--- config.mk ---
export PLATFORM = sky130hd
export DESIGN_NAME = sbc_control_status_regs
export DESIGN_NICKNAME = d
export VERILOG_FILES = /design/src/rtl/sbc_control_status_regs.v
export VERILOG_INCLUDE_DIRS = /design/src /design/src/rtl
export SDC_FILE = /design/constraint.sdc
export NUM_CORES = 1
export LEC_CHECK = 0
export BUFFER_PORTS_ARGS = -buffer_cell sky130_fd_sc_hd__buf_4
export CAP_MARGIN = 10
export CORE_UTILIZATION = 55
export DETAILED_ROUTE_END_ITERATION = 6
export GPL_TIMING_DRIVEN = 0
export PLACE_DENSITY_LB_ADDON = 0.12
export SKIP_LAST_GASP = 1
export SLEW_MARGIN = 20
export SYNTH_ARGS = -nofsm -noshare
export SYNTH_HDL_FRONTEND = slang
export SYNTH_SLANG_ARGS = --single-unit
--- constraint.sdc ---
create_clock -name clk -period 4.3 [get_ports clk]
set_input_delay 0.86 -clock clk [delete_from_list [all_inputs] [get_ports clk]]
set_output_delay 0.86 -clock clk [all_outputs]
set_load 0.05 [all_outputs]
--- src/rtl/sbc_regs_map.vh ---
// Purpose: Offsets, field positions, reset values and timing counts
// Assumes: 25 MHz system clock, 16-bit frames, least significant bit first
// Notes:   Definitions only
`ifndef SBC_REGS_MAP_VH
`define SBC_REGS_MAP_VH

// ----------------------------------------------------------------------
// Register offsets (7-bit frame address)
// ----------------------------------------------------------------------
`define BUS3_OFS          7'h0b
`define TIMER_OFS         7'h0c
`define HWCTL_OFS         7'h0e
`define SCRATCH_OFS       7'h1e
`define EVSTAT_OFS        7'h40

// ----------------------------------------------------------------------
// Frame layout
// ----------------------------------------------------------------------
`define FRM_BITS          16
`define FRM_ADDR_HI       6
`define FRM_MODE_BIT      7
`define FRM_DATA_LO       8
`define FRM_DATA_HI       15

// ----------------------------------------------------------------------
// Field positions
// ----------------------------------------------------------------------
`define HW_ADC_SEL_BIT    7
`define HW_SUPPRESS_BIT   6
`define HW_CUTOFF_BIT     5
`define HW_BOOST_HI       3
`define HW_BOOST_LO       2
`define HW_AUX_HI         1
`define HW_AUX_LO         0
`define B3_FAST0_BIT      4
`define B3_FAST3_BIT      3
`define B3_MODE_HI        1
`define B3_MODE_LO        0
`define TM_PER_HI         2
`define TM_PER_LO         0

// ----------------------------------------------------------------------
// Reset and forced values
// ----------------------------------------------------------------------
`define TIMER_RST         3'h0
`define BOOST_RST         2'h0
`define AUX_RST           2'h1
`define MODE_RST          2'h0
`define MODE_WAKE         2'h1
`define SCRATCH_RST       8'h00
`define EVSTAT_RST        8'h00

// ----------------------------------------------------------------------
// Wake intervals in ms per period code
// ----------------------------------------------------------------------
`define WAKE_MS_0         11'd10
`define WAKE_MS_1         11'd20
`define WAKE_MS_2         11'd50
`define WAKE_MS_3         11'd100
`define WAKE_MS_4         11'd200
`define WAKE_MS_5         11'd1000
`define WAKE_MS_6         11'd2000
`define WAKE_MS_RSV       11'd0

// ----------------------------------------------------------------------
// Timing
// ----------------------------------------------------------------------
`define CLK_MHZ           25
`define RSTOUT_TIME_NS    10000
`define RSTOUT_CYC        ((`RSTOUT_TIME_NS * `CLK_MHZ) / 1000)

`endif

--- src/rtl/sbc_control_status_regs.v ---
// Purpose: Control and status register bank behind the 16-bit serial port
// Assumes: Serial pins and analog comparator levels are asynchronous to clk
// Notes:   Host drives data on falling and samples on rising serial clock
`include "sbc_regs_map.vh"

module sbc_control_status_regs #(
  parameter RSTOUT_CYC = `RSTOUT_CYC
) (
  // System
  input  wire        clk,
  input  wire        rst_b,
  // Serial pins
  input  wire        spi_sck,
  input  wire        spi_cs_n,
  input  wire        spi_mosi,
  output reg         spi_miso_q,
  output reg         spi_miso_oe_n_q,
  // Device state and events, clk domain
  input  wire        normal_mode,
  input  wire        soft_reset,
  input  wire        restart,
  input  wire        failsafe_entry,
  input  wire        hw_ch3_mode_wr,
  input  wire [1:0]  hw_ch3_mode,
  input  wire [7:0]  status_event,
  // Analog and strap levels, asynchronous
  input  wire        supply_config_pin,
  input  wire        battery_sense_low,
  // Control outputs
  output reg         adc_battery_sel_q,
  output reg         boost_lowbatt_cutoff_q,
  output reg         boost_off_q,
  output reg  [1:0]  boost_level_q,
  output reg  [1:0]  aux_supply_level_sel_q,
  output reg         ch0_fast_q,
  output reg         ch3_fast_q,
  output reg  [1:0]  ch3_mode_q,
  output reg  [2:0]  wake_period_sel_q,
  output reg  [10:0] wake_interval_ms_q,
  output reg         reset_out_n_q
);

  // --------------------------------------------------------------------
  // Synchronisers
  // --------------------------------------------------------------------
  reg  [4:0]  sync1_q;
  reg  [4:0]  sync2_q;
  reg         sck_prev_q;
  reg         cs_prev_q;

  wire        sck_s      = sync2_q[0];
  wire        cs_n_s     = sync2_q[1];
  wire        mosi_s     = sync2_q[2];
  wire        cfg_high_s = sync2_q[3];
  wire        lowbatt_s  = sync2_q[4];
  wire        sck_rise   = sck_s & ~sck_prev_q & ~cs_n_s;
  wire        sck_fall   = ~sck_s & sck_prev_q & ~cs_n_s;
  wire        cs_fall    = ~cs_n_s & cs_prev_q;
  wire        cs_rise    = cs_n_s & ~cs_prev_q;

  always @(posedge clk or negedge rst_b)
  begin
    if (!rst_b)
    begin
      sync1_q    <= 5'h1a;
      sync2_q    <= 5'h1a;
      sck_prev_q <= 1'b0;
      cs_prev_q  <= 1'b1;
    end
    else
    begin
      sync1_q    <= {battery_sense_low, supply_config_pin, spi_mosi, spi_cs_n, spi_sck};
      sync2_q    <= sync1_q;
      sck_prev_q <= sck_s;
      cs_prev_q  <= cs_n_s;
    end
  end

  // --------------------------------------------------------------------
  // Frame receive and transmit
  // --------------------------------------------------------------------
  reg  [15:0] rx_q;
  reg  [7:0]  tx_lo_q;
  reg  [7:0]  tx_hi_q;
  reg  [4:0]  bit_cnt_q;
  reg  [7:0]  rd_data;
  reg  [7:0]  evstat_q;

  wire        frame_ok  = cs_rise && (bit_cnt_q == 5'd16);
  wire [6:0]  f_addr    = rx_q[`FRM_ADDR_HI:0];
  wire        f_mode    = rx_q[`FRM_MODE_BIT];
  wire [7:0]  f_data    = rx_q[`FRM_DATA_HI:`FRM_DATA_LO];
  wire [15:0] tx_frame  = {tx_hi_q, tx_lo_q};

  always @(posedge clk or negedge rst_b)
  begin
    if (!rst_b)
    begin
      rx_q            <= 16'h0000;
      tx_lo_q         <= 8'h00;
      tx_hi_q         <= 8'h00;
      bit_cnt_q       <= 5'h00;
      spi_miso_q      <= 1'b0;
      spi_miso_oe_n_q <= 1'b1;
    end
    else if (cs_n_s)
    begin
      bit_cnt_q       <= (cs_rise) ? bit_cnt_q : 5'h00;
      spi_miso_oe_n_q <= 1'b1;
    end
    else if (cs_fall)
    begin
      bit_cnt_q       <= 5'h00;
      tx_lo_q         <= {7'h00, |evstat_q};
      tx_hi_q         <= 8'h00;
      spi_miso_q      <= |evstat_q;
      spi_miso_oe_n_q <= 1'b0;
    end
    else
    begin
      spi_miso_oe_n_q <= 1'b0;
      if (sck_rise)
      begin
        rx_q <= {spi_bit_in(mosi_s), rx_q[15:1]};
        if (bit_cnt_q != 5'd17)
          bit_cnt_q <= bit_cnt_q + 5'd1;
      end
      if (bit_cnt_q == 5'd8)
        tx_hi_q <= rd_data;
      if (sck_fall && bit_cnt_q < 5'd16)
        spi_miso_q <= tx_frame[bit_cnt_q[3:0]];
    end
  end

  function spi_bit_in;
    input b;
    begin
      spi_bit_in = b;
    end
  endfunction

  // Address is complete after eight rising edges; rx holds it in the top byte
  wire [6:0] rd_addr = rx_q[`FRM_DATA_LO+`FRM_ADDR_HI:`FRM_DATA_LO];

  // --------------------------------------------------------------------
  // Write decode, applied only on a whole 16-bit frame
  // --------------------------------------------------------------------
  wire wr_bus3    = frame_ok && f_mode && (f_addr == `BUS3_OFS);
  wire wr_timer   = frame_ok && f_mode && (f_addr == `TIMER_OFS);
  wire wr_hwctl   = frame_ok && f_mode && (f_addr == `HWCTL_OFS);
  wire wr_scratch = frame_ok && f_mode && (f_addr == `SCRATCH_OFS) && normal_mode;
  wire clr_evstat = frame_ok && f_mode && (f_addr == `EVSTAT_OFS);

  // --------------------------------------------------------------------
  // Wake timer control
  // --------------------------------------------------------------------
  always @(posedge clk or negedge rst_b)
  begin
    if (!rst_b)
      wake_period_sel_q <= `TIMER_RST;
    else if (soft_reset || restart)
      wake_period_sel_q <= `TIMER_RST;
    else if (wr_timer)
      wake_period_sel_q <= f_data[`TM_PER_HI:`TM_PER_LO];
  end

  always @(posedge clk or negedge rst_b)
  begin
    if (!rst_b)
      wake_interval_ms_q <= `WAKE_MS_0;
    else
    begin
      case (wake_period_sel_q)
        3'h0:    wake_interval_ms_q <= `WAKE_MS_0;
        3'h1:    wake_interval_ms_q <= `WAKE_MS_1;
        3'h2:    wake_interval_ms_q <= `WAKE_MS_2;
        3'h3:    wake_interval_ms_q <= `WAKE_MS_3;
        3'h4:    wake_interval_ms_q <= `WAKE_MS_4;
        3'h5:    wake_interval_ms_q <= `WAKE_MS_5;
        3'h6:    wake_interval_ms_q <= `WAKE_MS_6;
        default: wake_interval_ms_q <= `WAKE_MS_RSV;
      endcase
    end
  end

  // --------------------------------------------------------------------
  // Hardware control
  // --------------------------------------------------------------------
  reg softrst_pin_suppress_q;

  always @(posedge clk or negedge rst_b)
  begin
    if (!rst_b)
    begin
      adc_battery_sel_q      <= 1'b0;
      softrst_pin_suppress_q <= 1'b0;
      boost_lowbatt_cutoff_q <= 1'b0;
      boost_level_q          <= `BOOST_RST;
    end
    else if (soft_reset)
    begin
      adc_battery_sel_q      <= 1'b0;
      softrst_pin_suppress_q <= 1'b0;
      boost_lowbatt_cutoff_q <= 1'b0;
      boost_level_q          <= `BOOST_RST;
    end
    else if (restart)
    begin
      adc_battery_sel_q      <= 1'b0;
      boost_lowbatt_cutoff_q <= 1'b0;
    end
    else if (wr_hwctl)
    begin
      adc_battery_sel_q      <= f_data[`HW_ADC_SEL_BIT];
      softrst_pin_suppress_q <= f_data[`HW_SUPPRESS_BIT];
      boost_lowbatt_cutoff_q <= f_data[`HW_CUTOFF_BIT];
      boost_level_q          <= f_data[`HW_BOOST_HI:`HW_BOOST_LO];
    end
  end

  // Aux level survives soft reset and restart; strap forces it
  always @(posedge clk or negedge rst_b)
  begin
    if (!rst_b)
      aux_supply_level_sel_q <= `AUX_RST;
    else if (!cfg_high_s)
      aux_supply_level_sel_q <= `AUX_RST;
    else if (wr_hwctl)
      aux_supply_level_sel_q <= f_data[`HW_AUX_HI:`HW_AUX_LO];
  end

  always @(posedge clk or negedge rst_b)
  begin
    if (!rst_b)
      boost_off_q <= 1'b0;
    else
      boost_off_q <= boost_lowbatt_cutoff_q & lowbatt_s;
  end

  // --------------------------------------------------------------------
  // Reset output stretch
  // --------------------------------------------------------------------
  reg [15:0] rst_cnt_q;

  always @(posedge clk or negedge rst_b)
  begin
    if (!rst_b)
    begin
      rst_cnt_q     <= RSTOUT_CYC[15:0];
      reset_out_n_q <= 1'b0;
    end
    else if (soft_reset && !softrst_pin_suppress_q)
    begin
      rst_cnt_q     <= RSTOUT_CYC[15:0];
      reset_out_n_q <= 1'b0;
    end
    else if (rst_cnt_q != 16'h0000)
    begin
      rst_cnt_q     <= rst_cnt_q - 16'h0001;
      reset_out_n_q <= 1'b0;
    end
    else
      reset_out_n_q <= 1'b1;
  end

  // --------------------------------------------------------------------
  // Bus control, channels 0 and 3
  // --------------------------------------------------------------------
  always @(posedge clk or negedge rst_b)
  begin
    if (!rst_b)
    begin
      ch0_fast_q <= 1'b0;
      ch3_fast_q <= 1'b0;
      ch3_mode_q <= `MODE_RST;
    end
    else if (soft_reset)
    begin
      ch0_fast_q <= 1'b0;
      ch3_fast_q <= 1'b0;
      ch3_mode_q <= `MODE_RST;
    end
    else if (failsafe_entry)
      ch3_mode_q <= `MODE_WAKE;
    else if (hw_ch3_mode_wr)
      ch3_mode_q <= hw_ch3_mode;
    else if (wr_bus3)
    begin
      ch0_fast_q <= f_data[`B3_FAST0_BIT];
      ch3_fast_q <= f_data[`B3_FAST3_BIT];
      ch3_mode_q <= f_data[`B3_MODE_HI:`B3_MODE_LO];
    end
  end

  // --------------------------------------------------------------------
  // Scratch byte and event status
  // --------------------------------------------------------------------
  reg [7:0] host_scratch_byte_q;

  always @(posedge clk or negedge rst_b)
  begin
    if (!rst_b)
      host_scratch_byte_q <= `SCRATCH_RST;
    else if (wr_scratch)
      host_scratch_byte_q <= f_data;
  end

  // New events win over a clear in the same cycle
  always @(posedge clk or negedge rst_b)
  begin
    if (!rst_b)
      evstat_q <= `EVSTAT_RST;
    else if (clr_evstat)
      evstat_q <= status_event;
    else
      evstat_q <= evstat_q | status_event;
  end

  // --------------------------------------------------------------------
  // Read mux
  // --------------------------------------------------------------------
  always @*
  begin
    rd_data = 8'h00;
    case (rd_addr)
      `BUS3_OFS:
        rd_data = {3'h0, ch0_fast_q, ch3_fast_q, 1'b0, ch3_mode_q};
      `TIMER_OFS:
        rd_data = {5'h00, wake_period_sel_q};
      `HWCTL_OFS:
        rd_data = {adc_battery_sel_q, softrst_pin_suppress_q, boost_lowbatt_cutoff_q,
                   1'b0, boost_level_q, aux_supply_level_sel_q};
      `SCRATCH_OFS:
        rd_data = normal_mode ? host_scratch_byte_q : 8'h00;
      `EVSTAT_OFS:
        rd_data = evstat_q;
      default:
        rd_data = 8'h00;
    endcase
  end

endmodule // sbc_control_status_regs

## Yosys cells after proc, flatten, opt, wreduce, memory -nomap -nowiden

Index checks and enable logic that the tools add are counted.

- ROM bits: 0
- Input port bits: 22
- Latch bits: 0
- Bits in registers: 103
- Memory bits (writable): 0
- Memories: 0

- Shift-type cells: 0
- Eq/ne operators: 24
- Multiplexer cells: 48
- $add $sub $neg: 2
- Divide/modulo/power cells: 0
- Bitwise operators: 13
- Multipliers: 0
- Reduce and logical (&&, ||, !) cells: 32
- $lt $le $gt $ge: 2

Operator list:

| operator | number |
|---|---|
| 11-bit case mux with 7 select lines | 1 |
| 7-bit by 4-bit == test with 1-bit output, second input constant | 6 |
| 8-bit case mux with 5 select lines | 1 |
| 16-bit 2-to-1 mux | 2 |
| 8-bit 2-to-1 mux | 4 |
| 5-bit 2-to-1 mux | 5 |
| 1-bit 2-to-1 mux | 23 |
| 2-bit 2-to-1 mux | 9 |
| 16-bit nonzero test | 1 |
| 16-bit by 1-bit subtractor with 16-bit output, second input constant | 1 |
| 7-bit by 5-bit == test with 1-bit output, second input constant | 2 |
| 7-bit == test, second input constant | 2 |
| 2-bit nonzero test | 6 |
| 1-bit logical AND | 10 |
| 3-bit == test, second input constant | 3 |
| 3-bit AND reduction | 3 |
| 3-bit nonzero test | 3 |
| 2-bit inequality test, second input constant | 4 |
| 8-bit bitwise OR | 1 |
| 2-bit AND reduction | 4 |
| 8-bit OR reduction | 1 |
| 1-bit bitwise AND | 7 |
| 3-bit by 2-bit == test with 1-bit output, second input constant | 2 |
| 3-bit 2-to-1 mux | 2 |
| other kinds (14) | 18 |

## Longest topological paths before layout

Gate-level depths: netlist of run 1.

- Word-level depth: 9
- Gate-level depth with buffers: 8
- Gate-level depth less buffers: 6

## Worst setup path after synthesis of run 1

Ideal clock, no wire load.

- Kind: reg-to-reg
- Start: reg bit_cnt_q[0]
- End: reg host_scratch_byte_q[0]
- Cell stages (with the launch flop): 9
- Arrival time: 1,905 ps
- Library setup time: 125 ps
- Slack: 2,270 ps
- Cell sequence: dfrtp_1 clkbuf_1 inv_1 ha_1 nand4b_1 nor3b_1 and3_1 buf_2 mux2_2

- Cells in the longest elaborated chain, start to end: 5

Ends and longest elaborated chain:

| element | line | source |
|---|---|---|
| start: declaration | sbc_control_status_regs.v:85 | `reg [4:0] bit_cnt_q;` |
| start signal: assignment | sbc_control_status_regs.v:108 | `bit_cnt_q <= (cs_rise) ? bit_cnt_q : 5'h00;` |
| start signal: assignment | sbc_control_status_regs.v:126 | `bit_cnt_q <= bit_cnt_q + 5'd1;` |
| 5-bit == test | sbc_control_status_regs.v:89 | `wire frame_ok = cs_rise && (bit_cnt_q == 5'd16);` |
| 1-bit logical AND | sbc_control_status_regs.v:89 |  |
| 1-bit logical AND (3 in series) | sbc_control_status_regs.v:151 | `` wire wr_scratch = frame_ok && f_mode && (f_addr == `SCRATCH_OFS) && normal_mode; `` |
| end signal: assignment | sbc_control_status_regs.v:303 | `` host_scratch_byte_q <= `SCRATCH_RST; `` |
| end signal: assignment | sbc_control_status_regs.v:305 | `host_scratch_byte_q <= f_data;` |
| end: declaration | sbc_control_status_regs.v:298 | `reg [7:0] host_scratch_byte_q;` |

No other way between the ends.
A chain may end at the register's enable or synchronous reset.

## Worst setup path in the final report of run 1

- Start: reg bit_cnt_q[0]
- End: reg host_scratch_byte_q[7]

The elaborated chain is that of the path after synthesis.

==> metrics.cfg, run 1 <==
[critical_path]
cell_chain_critical_path=clkbuf_1, inv_1, ha_1, nand4b_1, nor3b_1, and3_1, buf_2, mux2_2
critPathCaptureType=flip-flop
worst_case_reg_to_reg_path_depth=8
arrival_ns=2.86
critical_path_depth=8
regToRegEndpoint=host_scratch_byte_q[7]$_DFFE_PN0P_
timing.critical_path.max_delay_family=simple AND/OR/NAND/NOR gates
worst_path_max_delay_cell=nor3b_1
worstPathRequired_ns=4.55
timing.rr.start=bit_cnt_q[0]$_DFFE_PN0P_
cp_max_fo=8
start_kind=flip-flop
worst-setup-path-type=reg2reg
slowest_delay_ns=0.60
worst_path_bufs_invs=3
ff2ff_setup_slack_ns=1.69

[drt]
average_wire_per_standard_cell_um=17.7
postRouteWirelength_mm=10.5
avgViaCountPerCell=6.03
dr.first_iter.drc_count=196
remaining_antenna_violation_count=0
first_pass_iters=5
via_count=3579
detail_route.drc_violations=0

[floorplan]
die_area_um2=8890
ports=50
die_h_um=94.3
overall_die_width_um=94.3
std_cell_rows=33
initial_core_utilization_pct=57.0
core_area_um2=8220

[synth]
synth_edf_count=0
synthArstFlopShare_pct=100
syn_nets=452
ys_dominant_reg_cell=dfrtp_1
yosys_warnings=0
synth_top_cells_by_area=dfrtp_1 (45%), dfstp_2 (9.0%), mux2_2 (6.0%)
synth_top_area_cell=dfrtp_1
synth-seq-area-share_pct=53.8
post_synth.cell_area_avg_um2=11.0
synth_top_cell_area_share_pct=44.9
most_common_cell_in_the_synthesized_netlist=dfrtp_1
yosysUniqueCellTypes=65
synth.ff_latch_count=100
synthesized_cell_area_um2=4680
synth_top_cells_by_count=dfrtp_1 (84), mux2_2 (25), a21oi_1 (24), nand3_1 (24)
synth_cells=426

[place]
place.detailed.hpwl_mm=7.44
buffer_ports.inserted=47
dpl_cell_area_um2=5170
dpl_worst_slack_ns=1.77
routabilityCongestion=0.872

[global_routing]
number_of_antenna_violations_at_the_first_check_in_global_routing=0
grt_pass1_vias=3494
grt_first_pass_wirelength_mm=17.4
gr-usage-all-layers_pct=25.7
grt_remaining_overflow=0
grt_start_max_net_pins=101

[power]
pwr_density_cell_nw_per_um2=338
ir_drop_v=0.000212
leakage_nw=2.25

[sta]
final.setup.worst_slack_ns=1.69
grt_setup_unrepaired=no
timing.final.setup_violations=0
timing.final.max_slew_violations=0
finalCritPeriodShare_pct=60.8
relative_slew_slack_pct=40.6
worst-slew-pin-transition_ns=0.892
setup-tns-final_ns=0
timing.fmax_ghz=0.383
hold_violations=0
finalWorstPathRequiredPeriod_ns=2.61
worst_clock_skew_ns=0.0105

[cts]
clk_root_buffer_cell=clkbuf_8
worst_setup_hold_path_clk_slew_ns=0.10
cts_made_buffers=9
cts_hold_buffers=0
post_cts.repair.setup_buffers=0
source_to_sink_clock_delay_at_the_later_pin_of_the_worst_skew_pair_ns=0.36
htree_num_levels=3
cts_tree=yes
longest_clk_path_bufs=2
clkSinkCount=100
postCtsResizedCells=0

[finish]
layout.nets=510
drive_above_1_share_pct=25.4
flow.area_growth_from_synthesis_pct=14.3
finalInstanceArea_um2=5360
antenna_cells=0

[hold_path]
worstHoldStart=sync1_q[0]$_DFF_PN0_
whs_endpoint=sync2_q[0]$_DFF_PN0_
hold_path_depth=0
hold_class=reg2reg

[flow_run]
cap_viol_max_count=0

[outcome]
outcome=finished clean

-- flip-flops by register name, indices dropped and copies added (netlist names), 2 cells and up --
| signal | flops |
|---|---|
| wake_interval_ms_q | 9 |
| bit_cnt_q | 5 |
| evstat_q | 8 |
| boost_level_q | 2 |
| rst_cnt_q | 16 |
| rx_q | 16 |
| aux_supply_level_sel_q | 2 |
| ch3_mode_q | 2 |
| sync1_q | 5 |
| tx_hi_q | 8 |
| sync2_q | 5 |
| wake_period_sel_q | 3 |
| host_scratch_byte_q | 8 |
-- report_power, final --
| group | internal, mW | leakage (nW) | switching, mW |
|---|---|---|---|
| clock | 0.221 | 0.0925 | 0.341 |
| combinational | 0.0982 | 0.890 | 0.127 |
| sequential | 0.975 | 1.27 | 0.0497 |
| total | 1.29 | 2.25 | 0.518 |
-- per-stage QoR --
step | hold WS [ns] | cells | power (mW) | util [%]
floorplan | 0.331 | 426 | 1.17 | -
global placement | 0.333 | 578 | 1.26 | 62.9
detailed placement | 0.340 | 578 | 1.26 | 63.0
CTS | 0.362 | 594 | 1.83 | 65.2
global route | 0.365 | 594 | 1.90 | 65.2
finish | 0.360 | 594 | 1.81 | 65.2
-- metal layers --
layer	share of wire [%]	track usage, %	up-vias
met3	4.9	4.05	21
met1	44	35.6	1764
met2	48	40.3	93
li1	-	-	1701
met4	2.8	10.5	0
met5	0	0	-
-- area by class of cell --
class | count | area (um2)
clock inverters | 7 | 58.8
fillers | 669 | 2860
clock buffers | 9 | 124
flip-flops and latches | 100 | 2520
well taps | 105 | 131
multi-input cells | 296 | 2020
inverters | 14 | 52.6
plain buffers | 16 | 85.1
repair buffers | 47 | 357
-- worst register-to-register path: cells and delay by family, from the launching register on --
family / cells / cell delay, ns
adders and majority gates: 1 / 0.22
buffers and inverters: 3 / 0.54
DFF: 1 / 0.42
muxes: 1 / 0.37
and+or+nand+nor: 3 / 0.96
-- cell usage in the layout (no fill, tap or decap), types with 6 or more instances in the layout --
cell	n
buf_4	48
dfstp_2	16
nor3b_1	7
nor2_1	20
mux2_2	25
dfrtp_1	84
mux2i_1	8
nand3_1	24
and3_1	6
inv_1	14
a21o_1	9
clkbuf_1	10
and2_1	7
o21ai_1	16
o21ai_0	19
nor3_1	11
clkbuf_8	9
nand2b_1	7
a21oi_1	24
nand2_1	20
o31ai_1	6
-- kinds of logic after synthesis --
logic type,count (synthesis),synth area share (%)
and+or+nand+nor,151,19.4
AOI/OAI and AO/OA,103,14.2
DFF,100,53.8
muxes,33,7.72
buffers and inverters,30,2.94
adders and majority gates,4,1.07
xor gates and xnor gates,4,0.748
other,1,0.0801
-- how the worst max path moves through the flow --
stage / start / end
3_3_place_gp: bit_cnt_q[0]$_DFFE_PN0P_ / host_scratch_byte_q[1]$_DFFE_PN0P_
2_1_floorplan: bit_cnt_q[0]$_DFFE_PN0P_ / host_scratch_byte_q[0]$_DFFE_PN0P_
4_1_cts: bit_cnt_q[0]$_DFFE_PN0P_ / host_scratch_byte_q[7]$_DFFE_PN0P_
6_report: bit_cnt_q[0]$_DFFE_PN0P_ / host_scratch_byte_q[7]$_DFFE_PN0P_
5_1_grt: bit_cnt_q[0]$_DFFE_PN0P_ / host_scratch_byte_q[7]$_DFFE_PN0P_
3_5_place_dp: bit_cnt_q[0]$_DFFE_PN0P_ / host_scratch_byte_q[7]$_DFFE_PN0P_
Power figures use the tool's default switching activity.
==> run 2, diff against run 1 <==
--- a/config.mk
+++ b/config.mk
@@ -6,6 +6,7 @@
 export SDC_FILE = /design/constraint.sdc
 export NUM_CORES = 1
 export LEC_CHECK = 0
+export ABC_AREA = 1
 export BUFFER_PORTS_ARGS = -buffer_cell sky130_fd_sc_hd__buf_4
 export CAP_MARGIN = 10
 export CORE_UTILIZATION = 55
==> constraint.sdc (replaced) <==
create_clock -name clk -period 2.7 [get_ports clk]
set_input_delay 0.54 -clock clk [delete_from_list [all_inputs] [get_ports clk]]
set_output_delay 0.54 -clock clk [all_outputs]
set_load 0.05 [all_outputs]
==> run 2 against run 1 <==
Compared with the run above: critical path depth grew 1; hold slack lost 0.10 ns; clock-buffer cell count grew 1; design area grew 1.6%; power grew 72%; worst setup slack lost 0.96 ns; clock skew shrank 0.0026 ns; clock power grew 70%; sequential power grew 64%; synthesized area grew 1.5%; non-clock buffer count shrank 6; die area grew 1.4%.
==> metrics.cfg, run 2 <==
[cts]
cts_made_buffers=9  ; unchanged
cts_hold_buffers=0  ; unchanged
cts_tree=yes  ; unchanged
clkSinkCount=100  ; unchanged
post_cts.repair.setup_buffers=0  ; unchanged
clk_root_buffer_cell=clkbuf_8  ; unchanged
postCtsResizedCells=0  ; unchanged
longest_clk_path_bufs=2  ; unchanged
worst_setup_hold_path_clk_slew_ns=0.09  ; was 0.10 ns
htree_num_levels=3  ; unchanged
source_to_sink_clock_delay_at_the_later_pin_of_the_worst_skew_pair_ns=0.36  ; about the same

[flow_run]
cap_viol_max_count=0  ; unchanged

[synth]
synthesized_cell_area_um2=4750  ; was 4680 um2
synthArstFlopShare_pct=100  ; unchanged
synth_top_cells_by_area=dfrtp_1 (44%), nand2_1 (12%), dfstp_2 (8.8%)  ; was dfrtp_1 (45%), dfstp_2 (9.0%), mux2_2 (6.0%)
yosys_warnings=0  ; unchanged
synth_top_cells_by_count=nand2_1 (147), dfrtp_1 (84), nor2_1 (62)  ; was dfrtp_1 (84), mux2_2 (25), a21oi_1 (24), nand3_1 (24)
synth_top_area_cell=dfrtp_1  ; unchanged
ys_dominant_reg_cell=dfrtp_1  ; unchanged
post_synth.cell_area_avg_um2=8.60  ; was 11.0 um2
syn_nets=579  ; was 452
most_common_cell_in_the_synthesized_netlist=nand2_1  ; was dfrtp_1
synth.ff_latch_count=100  ; unchanged
synth-seq-area-share_pct=53.1  ; was 53.8%
synth_edf_count=0  ; unchanged
synth_top_cell_area_share_pct=44.2  ; was 44.9%
synth_cells=553  ; was 426
yosysUniqueCellTypes=37  ; was 65

[finish]
antenna_cells=0  ; unchanged
most_frequent_cells_in_the_layout=nand2_1 (147), dfrtp_1 (84), nor2_1 (62)  ; was dfrtp_1 (84), buf_4 (48), mux2_2 (25)
flow.area_growth_from_synthesis_pct=14.5  ; was 14.3%
top_regs=rst_cnt_q: 16 flops, rx_q: 16 flops, wake_interval_ms_q: 9 flops  ; unchanged
layout_commonest_cell=nand2_1  ; was dfrtp_1
layout.nets=637  ; was 510
drive_above_1_share_pct=20.9  ; was 25.4%

[power]
pwr_density_cell_nw_per_um2=573  ; was 338 nW/um2
p_sw_share_pct=29.7  ; was 28.6%
cell_internal_pwr_mw=2.19  ; was 1.29 mW
p_switching_mw=0.928  ; was 0.518 mW
power.share.combinational_pct=15.8  ; was 12.4%
seq_power_share_pct=53.6  ; was 56.6%
power.share.clock_pct=30.7  ; was 31.0%
leakage_nw=2.62  ; was 2.25 nW
ir_drop_v=0.000319  ; was 0.000212 V

[critical_path]
worstPathRequired_ns=2.95  ; was 4.55 ns
cp_max_fo=8  ; unchanged
worst-setup-path-type=reg2reg  ; unchanged
arrival_ns=2.22  ; was 2.86 ns
start_kind=flip-flop  ; unchanged
cell_chain_critical_path=inv_1, ha_1, nand3_1, nor2_8, nand3_4, nor2_1, nor2_1, nand2_1, nand2_1  ; was clkbuf_1, inv_1, ha_1, nand4b_1, nor3b_1, and3_1, buf_2, mux2_2
worst_path_bufs_invs=1  ; was 3
critPathCaptureType=flip-flop  ; unchanged
timing.critical_path.max_delay_family=simple AND/OR/NAND/NOR gates  ; unchanged
worst_path_max_delay_cell=dfrtp_1  ; was nor3b_1
slowest_delay_ns=0.49  ; was 0.60 ns

[floorplan]
ports=50  ; unchanged
die_h_um=95.0  ; was 94.3 um
die_area_um2=9020  ; was 8890 um2
overall_die_width_um=95.0  ; was 94.3 um
initial_core_utilization_pct=57.3  ; was 57.0%
core_area_um2=8300  ; was 8220 um2
std_cell_rows=33  ; unchanged

[place]
buffer_ports.inserted=47  ; unchanged
place.detailed.hpwl_mm=7.45  ; was 7.44 mm
routabilityCongestion=0.931  ; was 0.872
dpl_worst_slack_ns=0.733  ; was 1.77 ns

[drt]
detail_route.drc_violations=0  ; unchanged
via_count=3838  ; was 3579
first_pass_iters=5  ; unchanged
avgViaCountPerCell=5.32  ; was 6.03
average_wire_per_standard_cell_um=14.2  ; was 17.7 um
postRouteWirelength_mm=10.3  ; was 10.5 mm
remaining_antenna_violation_count=0  ; unchanged
dr.first_iter.drc_count=248  ; was 196

[sta]
timing.final.setup_violations=0  ; unchanged
timing.fmax_ghz=0.507  ; was 0.383 GHz
setup-tns-final_ns=0  ; unchanged
relative_slew_slack_pct=41.6  ; was 40.6%
hold_violations=0  ; unchanged
worst-slew-pin-transition_ns=0.877  ; was 0.892 ns
finalWorstPathRequiredPeriod_ns=1.97  ; was 2.61 ns
finalCritPeriodShare_pct=73.1  ; was 60.8%
grt_setup_unrepaired=no  ; unchanged
final.setup.worst_slack_ns=0.726  ; was 1.69 ns
worst_clock_skew_ns=0.00788  ; was 0.0105 ns
timing.final.max_slew_violations=0  ; unchanged

[global_routing]
grt_first_pass_wirelength_mm=17.3  ; was 17.4 mm
grt_pass1_vias=3572  ; was 3494
number_of_antenna_violations_at_the_first_check_in_global_routing=0  ; unchanged
grt_remaining_overflow=0  ; unchanged
grt_start_max_net_pins=101  ; unchanged
gr-usage-all-layers_pct=25.2  ; was 25.7%

[hold_path]
hold_class=in2async  ; was reg2reg

[outcome]
outcome=finished clean  ; unchanged

[run 2: worst register-to-register path, stage by stage, from the launching register on]
cell     delay, ns
dfrtp_1       0.49
inv_1         0.23
ha_1          0.22
nand3_1       0.17
nor2_8        0.25
nand3_4       0.15
nor2_1        0.15
nor2_1        0.10
nand2_1       0.07
nand2_1       0.05
[run 2: cell families after synthesis]
family                   count (synthesis)  share of synthesized area [%]
AND/OR/NAND/NOR                        307                           29.9
flip-flops                             100                           53.1
AO/OA/AOI/OAI                           66                           8.40
buffers and inverters                   64                           5.50
XOR/XNOR                                11                           2.03
adder cells (fa/ha/maj)                  4                           1.05
other                                    1                         0.0789
[run 2: layer usage]
metal | GRT usage, % | wire, um
met5 | 0 | 0
met4 | 9.60 | 228
met3 | 4.51 | 476
met2 | 38.0 | 4710
met1 | 36.4 | 4850
[run 2: through the flow]
stage               utilization, %  cell area [um2]  hold slack (ns)  power, mW  cells
floorplan                        -             4750            0.244       2.02    553
global placement              63.1             5240            0.334       2.17    705
detailed placement            63.2             5240            0.344       2.19    705
CTS                           65.6             5440            0.267       3.14    721
global route                  65.6             5440            0.260       3.28    721
finish                        65.6             5440            0.256       3.12    721
[run 2: path summary, 6_finish.rpt]
path	from	to	slack, ns	depth (start not counted)
max	bit_cnt_q[0]$_DFFE_PN0P_	boost_level_q[0]$_DFFE_PN0P_	0.73	9
min	rst_b	wake_interval_ms_q[5]$_DFF_PN0_	0.26	1
max reg2reg	bit_cnt_q[0]$_DFFE_PN0P_	boost_level_q[0]$_DFFE_PN0P_	0.73	9
min reg2reg	sync1_q[1]$_DFF_PN1_	sync2_q[1]$_DFF_PN1_	0.36	0
max in group asynchronous	rst_b	rst_cnt_q[9]$_DFFE_PN0N_	1.85	1
min in group clk	supply_config_pin	sync1_q[3]$_DFF_PN1_	0.28	1
[run 2: power groups by stage]
stage | sequential (mW) | combinational, mW | clock [mW]
floorplan | 1.71 | 0.312 | 0
global placement | 1.69 | 0.480 | 0
detailed placement | 1.70 | 0.491 | 0
CTS | 1.67 | 0.494 | 0.981
global route | 1.68 | 0.559 | 1.04
finish | 1.67 | 0.492 | 0.957
[run 2: final cells by class]
type	count	area (um2)
fillers	696	2860
well taps	105	131
clock inverters	6	63.8
flip-flops and latches	100	2520
inverters	54	203
repair buffers	47	357
clock buffers	10	138
plain buffers	10	58.8
multi-input cells	389	1970
